===== config.mk =====
export PLATFORM = sky130hd
export DESIGN_NAME = lpc_ctrl
export DESIGN_NICKNAME = d
export VERILOG_FILES = /design/src/pkg/lpc_pkg.sv /design/src/hdl/lpc_ctrl.sv
export SDC_FILE = /design/constraint.sdc
export NUM_CORES = 1
export LEC_CHECK = 0
export BUFFER_PORTS_ARGS = -buffer_cell sky130_fd_sc_hd__buf_2
export CAP_MARGIN = 40
export CORE_MARGIN = 10
export CORE_UTILIZATION = 50
export CTS_CLUSTER_DIAMETER = 80
export DETAILED_ROUTE_END_ITERATION = 6
export HOLD_SLACK_MARGIN = 0.08
export PLACE_DENSITY_LB_ADDON = 0.2
export SYNTH_ARGS = -nofsm -noshare
export SYNTH_HDL_FRONTEND = slang
export SYNTH_SLANG_ARGS = --single-unit

===== constraint.sdc =====
create_clock -name clk_i -period 3.14 [get_ports clk_i]
set_clock_uncertainty 0.2 [all_clocks]
set_input_delay 0 -clock clk_i [delete_from_list [all_inputs] [get_ports clk_i]]
set_output_delay 0 -clock clk_i [all_outputs]
set_load 0.01 [all_outputs]

===== src/pkg/lpc_pkg.sv =====
package lpc_pkg;

  // Register bus geometry
  localparam int unsigned ADDR_W = 8;
  localparam int unsigned DATA_W = 32;

  // Register offsets (byte addresses)
  localparam logic [7:0] REG_CTRL     = 8'h00;
  localparam logic [7:0] REG_CLKCFG   = 8'h04;
  localparam logic [7:0] REG_STATUS   = 8'h08;
  localparam logic [7:0] REG_IRQ_STAT = 8'h0c;
  localparam logic [7:0] REG_IRQ_MASK = 8'h10;

  // Control register fields
  localparam int unsigned CTRL_MODE_LSB   = 0;
  localparam int unsigned CTRL_ENTER_BIT  = 2;
  localparam int unsigned CTRL_REG_LP_BIT = 3;

  // Low-power mode codes
  localparam logic [1:0] MODE_SLEEP   = 2'h1;
  localparam logic [1:0] MODE_STOP    = 2'h2;
  localparam logic [1:0] MODE_STANDBY = 2'h3;

  // Clock configuration fields
  localparam int unsigned CLK_SEL_LSB    = 0;
  localparam int unsigned CLK_EXT_EN_BIT = 2;
  localparam int unsigned CLK_PLL_EN_BIT = 3;
  localparam int unsigned CLK_HDIV_LSB   = 4;
  localparam int unsigned CLK_PDIV_LSB   = 8;
  localparam int unsigned DIV_W          = 4;

  // System clock source codes
  localparam logic [1:0] SEL_RC  = 2'h0;
  localparam logic [1:0] SEL_EXT = 2'h1;
  localparam logic [1:0] SEL_PLL = 2'h2;

  // Status register fields
  localparam int unsigned STAT_STATE_LSB = 0;
  localparam int unsigned STAT_SEL_LSB   = 4;
  localparam int unsigned STAT_EXT_OK    = 6;

  // Interrupt status / mask bits
  localparam int unsigned IRQ_CLK_FAIL  = 0;
  localparam int unsigned IRQ_PLL_LOST  = 1;
  localparam int unsigned IRQ_STOP_WAKE = 2;
  localparam int unsigned IRQ_W         = 3;

  // Reset values
  localparam logic [3:0]       CTRL_RST   = 4'h0;
  localparam logic [11:0]      CLKCFG_RST = 12'h000;
  localparam logic [IRQ_W-1:0] IRQ_RST    = 3'h0;

  // Timing, clock is 40 MHz
  localparam int unsigned CLK_PERIOD_PS   = 25000;
  localparam int unsigned REG_SETTLE_NS   = 1000;
  localparam int unsigned CSS_TIMEOUT_NS  = 2000;
  localparam int unsigned STBY_RST_NS     = 500;
  localparam int unsigned REG_SETTLE_CYC  =
    (REG_SETTLE_NS * 1000 + CLK_PERIOD_PS - 1) / CLK_PERIOD_PS;
  localparam int unsigned CSS_TIMEOUT_CYC =
    (CSS_TIMEOUT_NS * 1000 + CLK_PERIOD_PS - 1) / CLK_PERIOD_PS;
  localparam int unsigned STBY_RST_CYC    =
    (STBY_RST_NS * 1000 + CLK_PERIOD_PS - 1) / CLK_PERIOD_PS;
  localparam int unsigned CNT_W           = 8;

  // Power state machine
  typedef enum logic [2:0] {
    ST_RUN,
    ST_SLEEP,
    ST_STOP,
    ST_STOP_REG,
    ST_STOP_GRANT,
    ST_STANDBY,
    ST_STBY_EXIT
  } lpc_state_t;

endpackage


===== src/hdl/lpc_ctrl.sv =====
// Function
// - Sleep stops only the processor clock
// - Any peripheral interrupt or event ends sleep
// - Stop gates core clocks and all oscillators but RC during a grant
// - Regulator mode in stop set by configuration
// - Any external event line ends stop
// - Regulator back to normal before granting clock
// - Standby turns off regulator and all oscillators
// - Reset, watchdog, wakeup edge, RTC exit standby
// - RTC and watchdog clocks keep running always
// - Internal RC oscillator selected after reset
// - External clock monitored while it is selected
// - Clock failure falls back to internal RC
// - Clock failure interrupt only when enabled
// - Interrupt on PLL input clock loss
// - Prescalers derive bus clocks, software limits rate
`timescale 1ns/1ps
`default_nettype none

module lpc_ctrl
  import lpc_pkg::*;
(
  // Clock and reset
  input  wire logic              clk_i,
  input  wire logic              rst_n_i,
  // Register port
  input  wire logic [ADDR_W-1:0] addr_i,
  input  wire logic [DATA_W-1:0] wdata_i,
  input  wire logic              wr_i,
  input  wire logic              rd_i,
  output logic      [DATA_W-1:0] rdata_o,
  // Wake sources, asynchronous
  input  wire logic [15:0]       external_event_lines_i,
  input  wire logic              supply_monitor_output_i,
  input  wire logic              rtc_event_i,
  input  wire logic              first_two_wire_port_wake_i,
  input  wire logic              first_serial_port_wake_i,
  input  wire logic [1:0]        comparator_outputs_i,
  input  wire logic              cec_wake_i,
  input  wire logic              wakeup_pin_i,
  input  wire logic              independent_watchdog_rst_i,
  input  wire logic              external_reset_pin_n_i,
  // RC clock requests: cec, serial, two-wire; asynchronous
  input  wire logic [2:0]        rc_clk_req_i,
  // External oscillator divided by eight, asynchronous
  input  wire logic              ext_osc_div8_i,
  // Same-domain sources
  input  wire logic              periph_irq_i,
  input  wire logic              pll_src_lost_i,
  // Clock and power controls
  output logic                   cpu_clk_en_o,
  output logic                   core_clk_en_o,
  output logic                   internal_rc_oscillator_en_o,
  output logic                   external_crystal_oscillator_en_o,
  output logic                   pll_en_o,
  output logic                   regulator_on_o,
  output logic                   regulator_lp_o,
  output logic                   rtc_domain_clk_en_o,
  output logic [2:0]             rc_clk_grant_o,
  output logic [1:0]             sys_clk_sel_o,
  output logic                   bus_clk_en_o,
  output logic                   periph_clk_en_o,
  output logic                   chip_reset_o,
  output logic                   irq_o
);

  localparam int unsigned SYNC_W = 30;
  localparam logic [CNT_W-1:0] SETTLE_LAST = CNT_W'(REG_SETTLE_CYC - 1);
  localparam logic [CNT_W-1:0] CSS_LAST = CNT_W'(CSS_TIMEOUT_CYC - 1);
  localparam logic [CNT_W-1:0] STBY_LAST = CNT_W'(STBY_RST_CYC - 1);

  lpc_state_t           state_r;
  logic [SYNC_W-1:0]    sync1_r, sync2_r;
  logic [CNT_W-1:0]     cnt_r, css_cnt_r;
  logic [1:0]           mode_r, clk_sel_r;
  logic [DIV_W-1:0]     hdiv_r, pdiv_r, hcnt_r, pcnt_r;
  logic [IRQ_W-1:0]     irq_stat_r, irq_mask_r, irq_set;
  logic [DATA_W-1:0]    rdata_r;
  logic [2:0]           rc_req;
  logic                 wakeup_pin_d_r, osc_d_r, pll_lost_d_r, ext_ok_r;
  logic                 reg_lp_r, ext_en_r, pll_en_r;
  logic                 evt_any, stby_wake, enter_req, soft_clr;
  logic                 css_fail, core_run;

  // Register write decode
  function automatic logic wr_hit(input logic [ADDR_W-1:0] off);
    return wr_i && (addr_i == off);
  endfunction

  // Two-stage synchronisers for every pin-side input, then edge history
  always_ff @(posedge clk_i or negedge rst_n_i) begin
    if (!rst_n_i) begin
      sync1_r      <= '0;
      sync2_r      <= '0;
      wakeup_pin_d_r     <= 1'b0;
      osc_d_r      <= 1'b0;
      pll_lost_d_r <= 1'b0;
    end else begin
      sync1_r <= {external_event_lines_i, supply_monitor_output_i,
                  rtc_event_i, first_two_wire_port_wake_i,
                  first_serial_port_wake_i, comparator_outputs_i,
                  cec_wake_i, wakeup_pin_i, independent_watchdog_rst_i,
                  ~external_reset_pin_n_i, rc_clk_req_i, ext_osc_div8_i};
      sync2_r      <= sync1_r;
      wakeup_pin_d_r     <= sync2_r[6]; // Second stage only, never the first
      osc_d_r      <= sync2_r[0];
      pll_lost_d_r <= pll_src_lost_i;
    end
  end

  // Decoded wake conditions
  assign rc_req    = sync2_r[3:1];
  assign evt_any   = |sync2_r[29:7];
  assign stby_wake = (sync2_r[6] & ~wakeup_pin_d_r) | sync2_r[5] | sync2_r[4]
                   | sync2_r[12];
  assign enter_req = wr_hit(REG_CTRL) && wdata_i[CTRL_ENTER_BIT]
                   && (wdata_i[CTRL_MODE_LSB +: 2] != 2'h0);
  assign soft_clr  = (state_r == ST_STBY_EXIT);

  // Power state machine
  always_ff @(posedge clk_i or negedge rst_n_i) begin
    if (!rst_n_i) begin
      state_r <= ST_RUN;
      cnt_r   <= '0;
    end else begin
      case (state_r)
        ST_RUN: begin
          cnt_r <= '0;
          if (enter_req) begin
            case (wdata_i[CTRL_MODE_LSB +: 2])
              MODE_SLEEP: state_r <= ST_SLEEP;
              MODE_STOP:  state_r <= ST_STOP;
              default:    state_r <= ST_STANDBY;
            endcase
          end
        end
        ST_SLEEP: begin
          if (periph_irq_i || evt_any) state_r <= ST_RUN;
        end
        ST_STOP: begin
          cnt_r <= '0;
          if (evt_any) begin
            state_r <= ST_RUN;
          end else if (|rc_req) begin
            // Low-power regulator cannot carry the RC load yet
            state_r <= reg_lp_r ? ST_STOP_REG : ST_STOP_GRANT;
          end
        end
        ST_STOP_REG: begin
          cnt_r <= cnt_r + 1'b1;
          if (evt_any) begin
            state_r <= ST_RUN;
          end else if (!(|rc_req)) begin
            state_r <= ST_STOP;
          end else if (cnt_r == SETTLE_LAST) begin
            state_r <= ST_STOP_GRANT;
          end
        end
        ST_STOP_GRANT: begin
          if (evt_any) begin
            state_r <= ST_RUN;
          end else if (!(|rc_req)) begin
            state_r <= ST_STOP;
          end
        end
        ST_STANDBY: begin
          cnt_r <= '0;
          if (stby_wake) begin
            state_r <= ST_STBY_EXIT;
          end
        end
        ST_STBY_EXIT: begin
          cnt_r <= cnt_r + 1'b1;
          if (cnt_r == STBY_LAST) begin
            state_r <= ST_RUN;
          end
        end
        default: begin
          state_r <= ST_RUN;
          cnt_r   <= '0;
        end
      endcase
    end
  end

  // Control register; lost across standby like all core state except the ext_ok_r flag
  always_ff @(posedge clk_i or negedge rst_n_i) begin
    if (!rst_n_i) begin
      {reg_lp_r, mode_r} <= 3'(CTRL_RST);
    end else if (soft_clr) begin
      {reg_lp_r, mode_r} <= 3'(CTRL_RST);
    end else if (wr_hit(REG_CTRL)) begin
      mode_r   <= wdata_i[CTRL_MODE_LSB +: 2];
      reg_lp_r <= wdata_i[CTRL_REG_LP_BIT];
    end
  end

  // Clock configuration; failure override wins over software
  always_ff @(posedge clk_i or negedge rst_n_i) begin
    if (!rst_n_i) begin
      {pdiv_r, hdiv_r, pll_en_r, ext_en_r, clk_sel_r} <= CLKCFG_RST;
    end else if (soft_clr) begin
      {pdiv_r, hdiv_r, pll_en_r, ext_en_r, clk_sel_r} <= CLKCFG_RST;
    end else if (css_fail) begin
      clk_sel_r <= SEL_RC;
    end else if (wr_hit(REG_CLKCFG)) begin
      clk_sel_r <= wdata_i[CLK_SEL_LSB +: 2];
      ext_en_r  <= wdata_i[CLK_EXT_EN_BIT];
      pll_en_r  <= wdata_i[CLK_PLL_EN_BIT];
      hdiv_r    <= wdata_i[CLK_HDIV_LSB +: DIV_W];
      pdiv_r    <= wdata_i[CLK_PDIV_LSB +: DIV_W];
    end
  end

  // External clock monitor: missing edges for the timeout means failure
  always_ff @(posedge clk_i or negedge rst_n_i) begin
    if (!rst_n_i) begin
      css_cnt_r <= '0;
      ext_ok_r  <= 1'b0;
    end else if (clk_sel_r != SEL_EXT || !core_run) begin
      css_cnt_r <= '0;
    end else if (sync2_r[0] != osc_d_r) begin
      css_cnt_r <= '0;
      ext_ok_r  <= 1'b1;
    end else if (css_fail) begin
      css_cnt_r <= '0;
      ext_ok_r  <= 1'b0;
    end else begin
      css_cnt_r <= css_cnt_r + 1'b1;
    end
  end

  assign css_fail = (clk_sel_r == SEL_EXT) && core_run
                 && (sync2_r[0] == osc_d_r) && (css_cnt_r == CSS_LAST);

  // Event sources for the sticky status bits
  always_comb begin
    irq_set                = '0;
    irq_set[IRQ_CLK_FAIL]  = css_fail;
    irq_set[IRQ_PLL_LOST]  = pll_en_r && pll_src_lost_i
                          && !pll_lost_d_r;
    irq_set[IRQ_STOP_WAKE] = (state_r == ST_STOP) && evt_any;
  end

  // Sticky status, write one to clear; a new event beats the clear
  always_ff @(posedge clk_i or negedge rst_n_i) begin
    if (!rst_n_i) begin
      irq_stat_r <= IRQ_RST;
    end else if (soft_clr) begin
      irq_stat_r <= IRQ_RST;
    end else if (wr_hit(REG_IRQ_STAT)) begin
      irq_stat_r <= (irq_stat_r & ~wdata_i[IRQ_W-1:0]) | irq_set;
    end else begin
      irq_stat_r <= irq_stat_r | irq_set;
    end
  end

  // Interrupt enables
  always_ff @(posedge clk_i or negedge rst_n_i) begin
    if (!rst_n_i) begin
      irq_mask_r <= IRQ_RST;
    end else if (soft_clr) begin
      irq_mask_r <= IRQ_RST;
    end else if (wr_hit(REG_IRQ_MASK)) begin
      irq_mask_r <= wdata_i[IRQ_W-1:0];
    end
  end

  assign irq_o = |(irq_stat_r & irq_mask_r);

  // Bus and peripheral clock prescalers, divide by field plus one
  always_ff @(posedge clk_i or negedge rst_n_i) begin
    if (!rst_n_i) begin
      hcnt_r <= '0;
      pcnt_r <= '0;
    end else if (!core_run) begin
      hcnt_r <= '0;
      pcnt_r <= '0;
    end else if (hcnt_r >= hdiv_r) begin
      hcnt_r <= '0;
      pcnt_r <= (pcnt_r >= pdiv_r) ? '0 : pcnt_r + 1'b1;
    end else begin
      hcnt_r <= hcnt_r + 1'b1;
    end
  end

  // Read data, valid only in the cycle after the strobe
  always_ff @(posedge clk_i or negedge rst_n_i) begin
    if (!rst_n_i) begin
      rdata_r <= '0;
    end else if (!rd_i) begin
      rdata_r <= '0;
    end else begin
      rdata_r <= '0;
      case (addr_i)
        REG_CTRL: begin
          rdata_r[CTRL_MODE_LSB +: 2]  <= mode_r;
          rdata_r[CTRL_REG_LP_BIT]     <= reg_lp_r;
        end
        REG_CLKCFG: begin
          rdata_r[CLK_SEL_LSB +: 2]     <= clk_sel_r;
          rdata_r[CLK_EXT_EN_BIT]       <= ext_en_r;
          rdata_r[CLK_PLL_EN_BIT]       <= pll_en_r;
          rdata_r[CLK_HDIV_LSB +: DIV_W] <= hdiv_r;
          rdata_r[CLK_PDIV_LSB +: DIV_W] <= pdiv_r;
        end
        REG_STATUS: begin
          rdata_r[STAT_STATE_LSB +: 3] <= state_r;
          rdata_r[STAT_SEL_LSB +: 2]   <= clk_sel_r;
          rdata_r[STAT_EXT_OK]         <= ext_ok_r;
        end
        REG_IRQ_STAT: rdata_r[IRQ_W-1:0] <= irq_stat_r;
        REG_IRQ_MASK: rdata_r[IRQ_W-1:0] <= irq_mask_r;
        default:      rdata_r <= '0;
      endcase
    end
  end

  assign rdata_o = rdata_r;

  // Clock and power gating from the state
  assign core_run      = (state_r == ST_RUN) || (state_r == ST_SLEEP);
  assign cpu_clk_en_o  = (state_r == ST_RUN);
  assign core_clk_en_o = core_run;
  assign internal_rc_oscillator_en_o =
    core_run || (state_r == ST_STOP_GRANT);
  assign external_crystal_oscillator_en_o = core_run && ext_en_r;
  assign pll_en_o       = core_run && pll_en_r;
  assign regulator_on_o = (state_r != ST_STANDBY);
  assign regulator_lp_o = (state_r == ST_STOP) && reg_lp_r;
  assign rc_clk_grant_o =
    (state_r == ST_STOP_GRANT) ? rc_req : 3'h0;
  // Always-on domain is never gated by this block
  assign rtc_domain_clk_en_o = 1'b1;
  assign sys_clk_sel_o   = clk_sel_r;
  assign bus_clk_en_o    = core_run && (hcnt_r >= hdiv_r);
  assign periph_clk_en_o = bus_clk_en_o && (pcnt_r >= pdiv_r);
  assign chip_reset_o    = (state_r == ST_STBY_EXIT);
endmodule

`default_nettype wire


======== Yosys cells after proc, flatten, opt, wreduce, memory -nomap -nowiden ========
Index checks and enable logic that the tools add are counted.
storage, ports and cells
  register bits after elaboration ......... 144
  output and inout port bits .............. 49
  word-level logic and storage cells ...... 162
cells by class
  $add $sub $neg .......................... 4
  $lt $le $gt $ge ......................... 2
  equal/unequal tests ..................... 29
  multiplexer cells ....................... 55
  bitwise gates (word level) .............. 12
  reduce and logical (&&, ||, !) cells .... 39
operators with widths
  operator                                       count
  two-way mux 3 bit                              17
  two-way mux 4 bit                              11
  two-way mux 8 bit                              3
  OR reduction 23 bit                            1
  one-hot mux 3 bit (7 select lines)             1
  logical AND 1 bit                              17
  adder 8 x 1 -> 8 bit, second input constant    2
  == test 8 x 4 -> 1 bit, second input constant  2
  == test 8 x 5 -> 1 bit, second input constant  2
  one-hot mux 8 bit (2 select lines)             1
  two-way mux 12 bit                             1
  one-hot mux 3 bit (2 select lines)             2
  two-way mux 1 bit                              10
  two-way mux 2 bit                              5
  one-hot mux 2 bit (5 select lines)             1
  nonzero test 2 bit                             5
  == test 3 bit, second input constant           3
  != test 3 bit, second input constant           3
  adder 4 x 1 -> 4 bit, second input constant    2
  == test 8 x 3 -> 1 bit, second input constant  1
  == test 8 x 6 -> 1 bit, second input constant  1
  == test 8 x 7 -> 1 bit, second input constant  1
  greater-or-equal comparator 4 bit              2
  logical NOT 8 bit                              1
  26 further kinds                               46

======== Depth between registers and ports, before layout ========
Gate-level depths: netlist of the first run.
  depth after elaboration ................. 8
  gate-level depth with buffers ........... 10
  mapped depth without buffers ............ 8

======== Least setup slack after synthesis of the first run ========
Ideal clock, no wire load.
  path type ............................... register to register
  start point ............................. register cnt_r[0]
  end point ............................... register state_r[2]
  library setup time ...................... 0.119 ns
  arrival time ............................ 2.306 ns
  required time ........................... 2.821 ns
  slack ................................... 0.515 ns
  stages on the path, launching flop included .. 8
  path buffers ............................ 0
  cells stage by stage .................... dfrtp_1 > ha_1 > or4b_1 > or4b_1 > a32o_1 > a31o_4 > a311oi_2 > o21ba_1
between the ends
  word-level cells in the longest chain between the ends .. 3
  elaborated cells on any way between the ends .. 5
  those cells by class .................... 4 x eq/ne; 1 x reduce/logical
RTL lines
  what                                                                      line                              text
  start, declared                                                           lpc_ctrl.sv:74                    logic [CNT_W-1:0] cnt_r, css_cnt_r;
  start signal, assigned                                                    lpc_ctrl.sv:150                   cnt_r <= cnt_r + 1'b1;
  start signal, assigned                                                    lpc_ctrl.sv:173                   cnt_r <= cnt_r + 1'b1;
  == test 8 x 6 -> 1 bit or == test 8 x 5 -> 1 bit (tied branches)          lpc_ctrl.sv:155, lpc_ctrl.sv:174
  != test 4 bit (no source line) or != test 2 x 1 -> 1 bit (tied branches)  --
  AND reduction 7 bit (no source line) (*)                                  --
  end signal, assigned                                                      lpc_ctrl.sv:146                   state_r <= reg_lp_r ? ST_STOP_REG : ST_STOP_GRANT;
  end, declared                                                             lpc_ctrl.sv:72                    lpc_state_t state_r;
Mark *: on every way between the ends. The rest lies on a longest branch, timed or not.
A chain may end at the register's enable or synchronous reset.

======== Final worst setup path of the first run ========
  start point ............................. register state_r[2]
  end point ............................... register hdiv_r[0]
between the ends
  word-level cells in the longest chain between the ends .. 7
  elaborated cells on any way between the ends .. 11
  those cells by class .................... 3 x eq/ne; 1 x mux; 7 x reduce/logical
RTL lines
  what                                                         line             text
  == test 3 x 1 -> 1 bit or logical NOT 3 bit (tied branches)  lpc_ctrl.sv:322  assign core_run = (state_r == ST_RUN) || (state_r == ST_SLEEP);
  logical OR 1 bit                                             lpc_ctrl.sv:322
  logical AND 1 bit                                            lpc_ctrl.sv:233  assign css_fail = (clk_sel_r == SEL_EXT) && core_run
  logical AND 1 bit (2 in series)                              lpc_ctrl.sv:234  && (sync2_r[0] == osc_d_r) && (css_cnt_r == CSS_LAST);
  != test 2 bit (no source line)                               --
  AND reduction 2 bit (no source line)                         --
  end signal, assigned                                         lpc_ctrl.sv:210  hdiv_r <= wdata_i[CLK_HDIV_LSB +: DIV_W];
  end, declared                                                lpc_ctrl.sv:76   logic [DIV_W-1:0] hdiv_r, pdiv_r, hcnt_r, pcnt_r;
Several ways; a longest one is shown, not always the timed one.

==> impl_metrics.py, run 1 <==
metrics = {
    "outcome": {
        "status": "complete, no violations",
    },
    "final_layout": {
        "final_cell_mix": "dfrtp_1 (124), dlygate4sd3_1 (105), buf_2 (82), nor2_1 (48), nand2_1 (22)",
        "post-route-util_pct": 74.4,
        "area_delta_synth_final_pct": 43.9,
        "final_nets": 725,
        "stdcell_area_mm2": 0.00730,
        "drive_gt1_share_pct": 21.2,
        "final_common_cell": "dfrtp_1",
    },
    "sta": {
        "max-slew-margin-rel_pct": 57.6,
        "final.min_clock_period_ns": 2.95,
        "finalWorstSetupSlack_ns": 0.188,
        "worst_slew_pin_slew_ns": 0.632,
        "max_freq_mhz": 339,
        "hold_viol": 0,
        "finalMaxSlewViolations": 0,
        "rsz0062_at_grt": "false",
        "setup_viol": 0,
        "tns_ns": 0,
        "fin_crit_sh_pct": 94.0,
    },
    "setup_path": {
        "crit_arrival_ns": 3.15,
        "crit_required_ns": 3.34,
        "path_class": "flop to flop",
        "cp-end-kind": "flop",
        "cp-start-kind": "flop",
        "critPathMaxFanout": 4,
        "worstSetupStartpoint": "state_r[2]$_DFFE_PN0P_",
        "r2r_start": "state_r[2]$_DFFE_PN0P_",
    },
    "clocking": {
        "cts_tree": "built",
        "clock_latency_ns": 0.52,
        "clockBufferDepth": 2,
        "cts_setup_buffers": 0,
        "clk_pin_slew_worst_paths_ns": 0.07,
        "clockRootBuffer": "clkbuf_8",
        "cts_resized": 0,
        "ctsHtreeMaxLevel": 4,
        "clock-sinks": 124,
        "numCtsBuffers": 17,
    },
    "power_and_ir_drop": {
        "vdd_drop_max_mv": 0.634,
        "p_leak_uw": 0.00342,
        "p_per_area_mw_per_mm2": 630,
    },
    "synth": {
        "synth_seq_area_share_pct": 61.2,
        "netlist_area_mm2": 0.00507,
        "synthCells": 428,
        "synthFlopType": "dfrtp_1",
        "syn_avg_cell_area_um2": 11.9,
        "synthArstFlopShare_pct": 100,
        "ys_warn_count": 0,
        "synth-edff-count": 0,
        "synth-seq-cells": 124,
        "synth.distinct_cells": 52,
    },
    "floorplanning": {
        "start_util_pct": 51.7,
        "fp.dieH_um": 121,
        "floorplan.die.width_um": 121,
        "fp-row-count": 36,
        "die-area_mm2": 0.0146,
        "coreArea_mm2": 0.00982,
        "io_pins": 125,
    },
    "hold_path": {
        "hold_start": "wdata_i[3]",
        "hold_path.class": "primary input to flop",
    },
    "route": {
        "drcViolationCount": 0,
        "ant_nets": 0,
        "wl_per_cell_um": 16.2,
        "drt-total-wl_mm": 12.7,
        "dr_total_vias": 3875,
        "firstDrtPassIters": 4,
        "drt_iter0_drc": 208,
        "viasPerCell": 4.97,
    },
    "grt": {
        "gr-total-overflow": 0,
        "grt_pass1_wl_mm": 21.4,
        "antenna_found_initial": 1,
        "grt_pass1_vias": 4311,
        "grt_use_total_pct": 18.5,
        "grt_max_degree": 51,
    },
    "placed_design": {
        "hpwl_mm": 7.64,
        "place_congestion": 0.815,
        "io_buffer_count": 83,
        "placed_area_mm2": 0.00562,
        "dp_worst_setup_slack_ns": 0.370,
    },
    "job": {
        "max_cap_viol_count": 0,
    },
}
where the power goes:
part           switching [uW]  internal, uW
logic                     444           372
clock network             803          1190
registers                89.7          1710
state kept, by name, indices dropped and copies added (netlist names), 2 cells and up:
signal	count
irq_stat_r	3
hcnt_r	4
sync2_r	30
pdiv_r	4
cnt_r	8
css_cnt_r	8
sync1_r	30
state_r	3
pcnt_r	4
rdata_o	12
hdiv_r	4
irq_mask_r	3
mode_r	2
sys_clk_sel_o	2
final timing paths:
check	end	slack (ns)	cells past startpoint
worst min-delay path	pll_en_r$_DFFE_PN0P_	0.12	4
min in group asynchronous	css_cnt_r[5]$_DFF_PN0_	0.41	4
worst max-delay path	hdiv_r[0]$_DFFE_PN0P_	0.19	9
max in group asynchronous	sync1_r[10]$_DFF_PN0_	2.00	4
worst min register to register	sync2_r[19]$_DFF_PN0_	0.15	0
worst max register to register	hdiv_r[0]$_DFFE_PN0P_	0.19	9
synthesized netlist by cell type, types with 2 or more instances:
cell type    n  area [um2]
nor2b_1      4        25.0
a22oi_1      3        22.5
nand2b_1     8        50.1
nor4_1       6        37.5
and2_1       7        43.8
a21oi_1     17        85.1
clkbuf_1    10        37.5
xnor2_1      8        70.1
or3_1        2        12.5
a31oi_1      2        12.5
nand4_1      5        31.3
o22ai_1      2        12.5
and3_1       7        43.8
mux2i_1     15         150
a21o_1       7        52.6
buf_4       21         158
nand3b_1     4        30.0
o21ai_0      4        20.0
conb_1       2        7.51
or2_2        2        12.5
nor2_1      48         180
nand2_1     22        82.6
ha_1        16         200
inv_1       19        71.3
nor3_1      10        50.1
xor2_1      10        87.6
o31a_1       2        17.5
mux4_2       2        45.0
dfrtp_1    124        3100
a2111oi_2    2        30.0
or4b_1       2        20.0
nand3_1     15        75.1
layer usage:
metal / GRT usage, % / up-vias / wire (um)
li1: - / 1851 / -
met1: 20.7 / 1901 / 5010
met2: 31.8 / 109 / 6730
met3: 6.38 / 14 / 796
met4: 6.86 / 0 / 125
met5: 0 / - / 0
cells by family after synthesis:
family	share of synthesized area, %
AO/OA/AOI/OAI	7.40
XOR/XNOR	3.11
adder cells (fa/ha/maj)	3.95
buffers and inverters	5.43
flip-flops	61.2
multiplexers	3.85
other	0.148
AND/OR/NAND/NOR	14.9
metrics by stage:
stage,power [uW],std cells,hold slack (ns)
after global routing,4810,780,0.113
final,4600,780,0.120
after floorplan,2260,447,-0.496
after detailed placement,2530,641,-0.124
after global placement,2510,640,-0.130
after CTS,4610,779,0.0869
critical path, cell delays in order (launching register included):
cell and delay (ns):
dfrtp_1 0.38, inv_1 0.12, ha_1 0.24, nand2_1 0.09, or3b_1 0.38, or2_2 0.36
nor2b_1 0.23, mux2i_1 0.19, dlygate4sd3_1 0.58, nor2_1 0.04
what timing repair did:
item / in CTS / in global routing
hold buffers: 106 / 0
hold endpoints to repair: 191 / 0
endpoints found under the setup margin: 0 / 0
final cells by class:
type / instances / area, um2
Clock inverter: 14 / 171
Sequential cell: 124 / 3100
Clock buffer: 18 / 428
Multi-Input combinational cell: 271 / 1770
Tap cell: 133 / 166
Antenna cell: 1 / 2.50
Fill cell: 682 / 2520
Inverter: 20 / 75.1
Timing Repair Buffer: 199 / 1580
(Power assumes the default switching activity.)
==> run 2: changes to the inputs <==
Settings changed: BUFFER_PORTS_ARGS -buffer_cell sky130_fd_sc_hd__buf_2 to not set, DONT_BUFFER_PORTS set to 1, SKIP_CTS_REPAIR_TIMING set to 1.
==> impl_metrics.py, run 2 (synthesized netlist as in run 1, its figures left out) <==
metrics = {
    "clocking": {
        "clock_latency_ns": 0.51,
        "numCtsBuffers": 17,
        "ctsHtreeMaxLevel": 4,
        "cts_tree": "built",
        "clk_pin_slew_worst_paths_ns": 0.06,
        "clock-sinks": 124,
        "clockBufferDepth": 2,
        "clockRootBuffer": "clkbuf_8",
    },
    "sta": {
        "setup_viol": 0,
        "max-slew-margin-rel_pct": 47.3,
        "finalMaxSlewViolations": 0,
        "final.min_clock_period_ns": 3.02,
        "max_freq_mhz": 331,
        "fin_crit_sh_pct": 96.3,
        "hold_slack_ns": 0.0884,
        "worst_slew_pin_slew_ns": 0.784,
        "hold_viol": 0,
    },
    "setup_path": {
        "cp-end-kind": "flop",
        "crit_required_ns": 3.39,
        "crit_arrival_ns": 3.27,
        "path_class": "primary input to flop",
        "cp-start-kind": "primary input",
        "critPathMaxFanout": 10,
    },
    "floorplanning": {
        "io_pins": 125,
        "fp-row-count": 36,
        "fp.dieH_um": 121,
        "start_util_pct": 51.7,
        "die-area_mm2": 0.0146,
        "floorplan.die.width_um": 121,
        "coreArea_mm2": 0.00982,
    },
    "final_layout": {
        "drive_gt1_share_pct": 8.78,
        "area_delta_synth_final_pct": 34.1,
        "diodes": 0,
        "final_cell_mix": "dfrtp_1 (124), dlygate4sd3_1 (105), nor2_1 (48), nand2_1 (22), conb_1 (21)",
        "stdcell_count": 691,
        "final_common_cell": "dfrtp_1",
        "final_nets": 637,
    },
    "power_and_ir_drop": {
        "p_per_area_mw_per_mm2": 646,
        "p_leak_uw": 0.00301,
        "total_power_uw": 4390,
        "vdd_drop_max_mv": 0.655,
    },
    "job": {
        "max_cap_viol_count": 0,
    },
    "route": {
        "ant_nets": 0,
        "dr_total_vias": 3513,
        "firstDrtPassIters": 4,
        "wl_per_cell_um": 17.3,
        "drcViolationCount": 0,
        "viasPerCell": 5.08,
        "drt_iter0_drc": 199,
        "drt-total-wl_mm": 11.9,
    },
    "grt": {
        "grt_max_degree": 125,
        "grt_pass1_vias": 3252,
        "gr-total-overflow": 0,
        "antenna_found_initial": 0,
        "grt_use_total_pct": 14.3,
        "grt_pass1_wl_mm": 16.3,
    },
    "placed_design": {
        "place_congestion": 0.743,
        "dp.cells": 553,
        "io_buffer_count": 0,
        "hpwl_mm": 7.01,
    },
    "outcome": {
        "status": "complete, no violations",
    },
    "hold_path": {
        "hold_path.class": "primary input to flop",
    },
}
## run 2: cell count changes in the layout (fill, tap and decap cells not counted)
cell and change:
buf_2 -82, buf_4 -5, clkinvlp_4 +3, buf_12 -1, bufinv_16 -1, clkbuf_8 -1
diode_2 -1, inv_6 -1
## run 2: final timing paths
kind	start	slack, ns	cells past startpoint	end
max	addr_i[4]	0.12	8	sys_clk_sel_o[0]$_DFFE_PN0P_
min	wdata_i[3]	0.09	3	pll_en_r$_DFFE_PN0P_
max reg2reg	cnt_r[0]$_DFFE_PN0N_	0.37	7	state_r[2]$_DFFE_PN0P_
min reg2reg	sync1_r[23]$_DFF_PN0_	0.15	0	sync2_r[23]$_DFF_PN0_
max in group asynchronous	rst_n_i	1.83	3	sync1_r[25]$_DFF_PN0_
min in group asynchronous	rst_n_i	0.45	3	rdata_o[1]$_DFF_PN0_
## run 2: area by class of cell
class	instances	area, um2
clock buffer	17	414
tap	133	166
clock inverter	15	155
timing repair buffer	111	1120
fill	734	3020
inverter	20	75.1
multi-input combinational	271	1770
sequential	124	3100
## run 2: metrics by stage
| step | setup WS, ns | cell area (um2) | TNS, ns | utilization, % |
|---|---|---|---|---|
| 6_report | 0.117 | 6800 | 0 | 69.3 |
| 5_1_grt | -0.00912 | 6800 | -0.00912 | 69.3 |
| 4_1_cts | 0.373 | 5720 | 0 | 58.3 |
| 3_5_place_dp | 0.386 | 5150 | 0 | 52.5 |
| 3_3_place_gp | 0.426 | 5150 | 0 | 52.5 |
| 2_1_floorplan | 0.515 | 5140 | 0 | - |
## run 2: metal layers
| layer | GRT usage [%] | wire [um] | vias to the layer above | share of wire [%] |
|---|---|---|---|---|
| met5 | 0 | 0 | - | 0 |
| met1 | 16.6 | 4880 | 1742 | 41 |
| li1 | - | - | 1666 | - |
| met2 | 22.5 | 6150 | 101 | 52 |
| met4 | 5.20 | 52 | 0 | 0.44 |
| met3 | 6.79 | 853 | 4 | 7.1 |
## run 2: power by group
group	total (uW)	internal (uW)	switching, uW	leakage [uW]
Combinational	717	299	418	0.00117
Clock	1880	1080	798	0.000269
Sequential	1800	1710	89.3	0.00157
## run 2: critical path, cell delays in order
cell and delay [ns]:
dlygate4sd3_1 0.66, nand2b_1 0.23, nor4_4 0.23, dlygate4sd3_1 0.75
nand3_1 0.12, dlygate4sd3_1 0.59, a21oi_1 0.13, dlygate4sd3_1 0.55
==> run 3: changes to the inputs <==
Settings changed: CTS_BUF_LIST set to sky130_fd_sc_hd__clkbuf_16.
==> impl_metrics.py, run 3 (synthesized netlist as in run 1, its figures left out) <==
metrics = {
    "outcome": {
        "status": "complete, no violations",
    },
    "setup_path": {
        "path_class": "flop to flop",
        "crit_top_cell": "or4b_1",
        "worstPathCellList": "ha_1, or4b_1, or4b_1, a32o_1, a31o_4, a311oi_2, o21ba_1",
        "crit_family": "simple AND/OR/NAND/NOR gates",
        "cp-end-kind": "flop",
        "critPathBufInv": 0,
        "cpMaxStageDelayCell": "or4b_1",
        "reg2regPathDepth": 7,
        "r2r_start": "cnt_r[0]$_DFFE_PN0N_",
        "slowest_delay_ns": 0.48,
        "ff2ff_setup_slack_ns": 0.37,
        "reg2reg_to": "state_r[2]$_DFFE_PN0P_",
        "critPathMaxFanout": 5,
        "crit_arrival_ns": 2.86,
        "cp_num_cells": 7,
        "cp-start-kind": "flop",
        "crit_required_ns": 3.23,
    },
    "grt": {
        "antenna_found_initial": 0,
        "met1_usage_pct": 16.6,
        "grt_use_total_pct": 14.2,
        "grt_pass1_vias": 3253,
        "grtUsageMet3_pct": 7.21,
        "gr-total-overflow": 0,
        "use_met2_pct": 22.4,
        "grt_busiest_layer": "met2",
        "grt_pass1_wl_mm": 16.3,
        "grt_max_degree": 125,
    },
    "route": {
        "firstDrtPassIters": 5,
        "drt-total-wl_mm": 11.7,
        "drcViolationCount": 0,
        "drt_iter0_drc": 232,
        "ant_nets": 0,
        "dr_total_vias": 3497,
        "wl_per_cell_um": 17.1,
        "viasPerCell": 5.13,
    },
    "job": {
        "max_cap_viol_count": 0,
    },
    "power_and_ir_drop": {
        "total_power_uw": 4410,
        "p_leak_uw": 0.00298,
        "vdd_drop_max_mv": 0.654,
        "p_per_area_mw_per_mm2": 657,
    },
    "sta": {
        "setup_viol": 0,
        "max_freq_mhz": 361,
        "rsz0062_at_grt": "false",
        "hold_viol": 0,
        "final.min_clock_period_ns": 2.77,
        "max-slew-margin-rel_pct": 48.3,
        "finalMaxSlewViolations": 0,
        "tns_ns": 0,
        "fin_crit_sh_pct": 88.2,
        "worst_slew_pin_slew_ns": 0.769,
    },
    "clocking": {
        "clockBufferDepth": 2,
        "ctsHtreeMaxLevel": 4,
        "clk_pin_slew_worst_paths_ns": 0.06,
        "numCtsBuffers": 17,
        "cts_tree": "built",
        "clockRootBuffer": "clkbuf_16",
        "clock_latency_ns": 0.41,
        "clock-sinks": 124,
    },
    "placed_design": {
        "io_buffer_count": 0,
        "hpwl_mm": 7.01,
        "place_congestion": 0.743,
    },
    "hold_path": {
        "whs_path_depth": 3,
        "hold_start": "wdata_i[10]",
        "hold_path_end": "pdiv_r[2]$_DFFE_PN0P_",
        "hold_path.class": "primary input to flop",
    },
    "final_layout": {
        "final_common_cell": "dfrtp_1",
        "final_cell_mix": "dfrtp_1 (124), dlygate4sd3_1 (96), nor2_1 (48), nand2_1 (22), conb_1 (21)",
        "area_delta_synth_final_pct": 32.5,
        "final_nets": 628,
        "diodes": 0,
        "drive_gt1_share_pct": 8.93,
    },
    "floorplanning": {
        "fp-row-count": 36,
        "io_pins": 125,
        "fp.dieH_um": 121,
        "floorplan.die.width_um": 121,
        "start_util_pct": 51.7,
        "coreArea_mm2": 0.00982,
        "die-area_mm2": 0.0146,
    },
}
[run 3: cell types whose count changed in the layout (fill, tap and decap cells not counted), sizes merged]
cell / delta
dlygate4sd3: -9
[run 3: worst max path at each step]
stage,startpoint,to,slack (ns)
finish,cnt_r[0]$_DFFE_PN0N_,state_r[2]$_DFFE_PN0P_,0.37
global route,cnt_r[0]$_DFFE_PN0N_,state_r[2]$_DFFE_PN0P_,0.26
CTS,cnt_r[0]$_DFFE_PN0N_,state_r[2]$_DFFE_PN0P_,0.37
detailed placement,cnt_r[0]$_DFFE_PN0N_,state_r[2]$_DFFE_PN0P_,0.39
global placement,cnt_r[0]$_DFFE_PN0N_,state_r[2]$_DFFE_PN0P_,0.43
floorplan,cnt_r[0]$_DFFE_PN0N_,state_r[2]$_DFFE_PN0P_,0.51
[run 3: report_power, final]
group	internal, uW	switching (uW)
Sequential	1710	90.2
Clock	1120	793
Combinational	292	413
[run 3: cell type report]
class	instances	area, um2
fillers	741	3100
clock buffers	17	425
inverters	20	75.1
flip-flops and latches	124	3100
multi-input cells	271	1770
clock inverters	15	155
repair buffers	102	1030
well taps	133	166
[run 3: per-layer routing]
| layer | vias to the layer above | routed length [um] | part of all wire, % |
|---|---|---|---|
| met1 | 1744 | 4870 | 42 |
| met2 | 97 | 5950 | 51 |
| met4 | 0 | 63 | 0.54 |
| met5 | - | 0 | 0 |
| li1 | 1651 | - | - |
| met3 | 5 | 799 | 6.8 |
[run 3: per-stage QoR]
stage	util, %	setup slack (ns)	std cells	area, um2	hold WS, ns
after floorplan	-	0.515	447	5140	-0.496
after global placement	52.5	0.426	553	5150	-0.490
after detailed placement	52.5	0.386	553	5150	-0.490
after CTS	58.4	0.373	585	5730	-0.928
after global routing	68.5	0.261	682	6720	0.0887
final	68.5	0.369	682	6720	0.0932
[run 3: worst min-delay path, delay by kind of cell]
| kind | cells | cell delay [ns] |
|---|---|---|
| buffers and inverters | 1 | 0.52 |
| muxes | 1 | 0.06 |
| and+or+nand+nor | 1 | 0.08 |
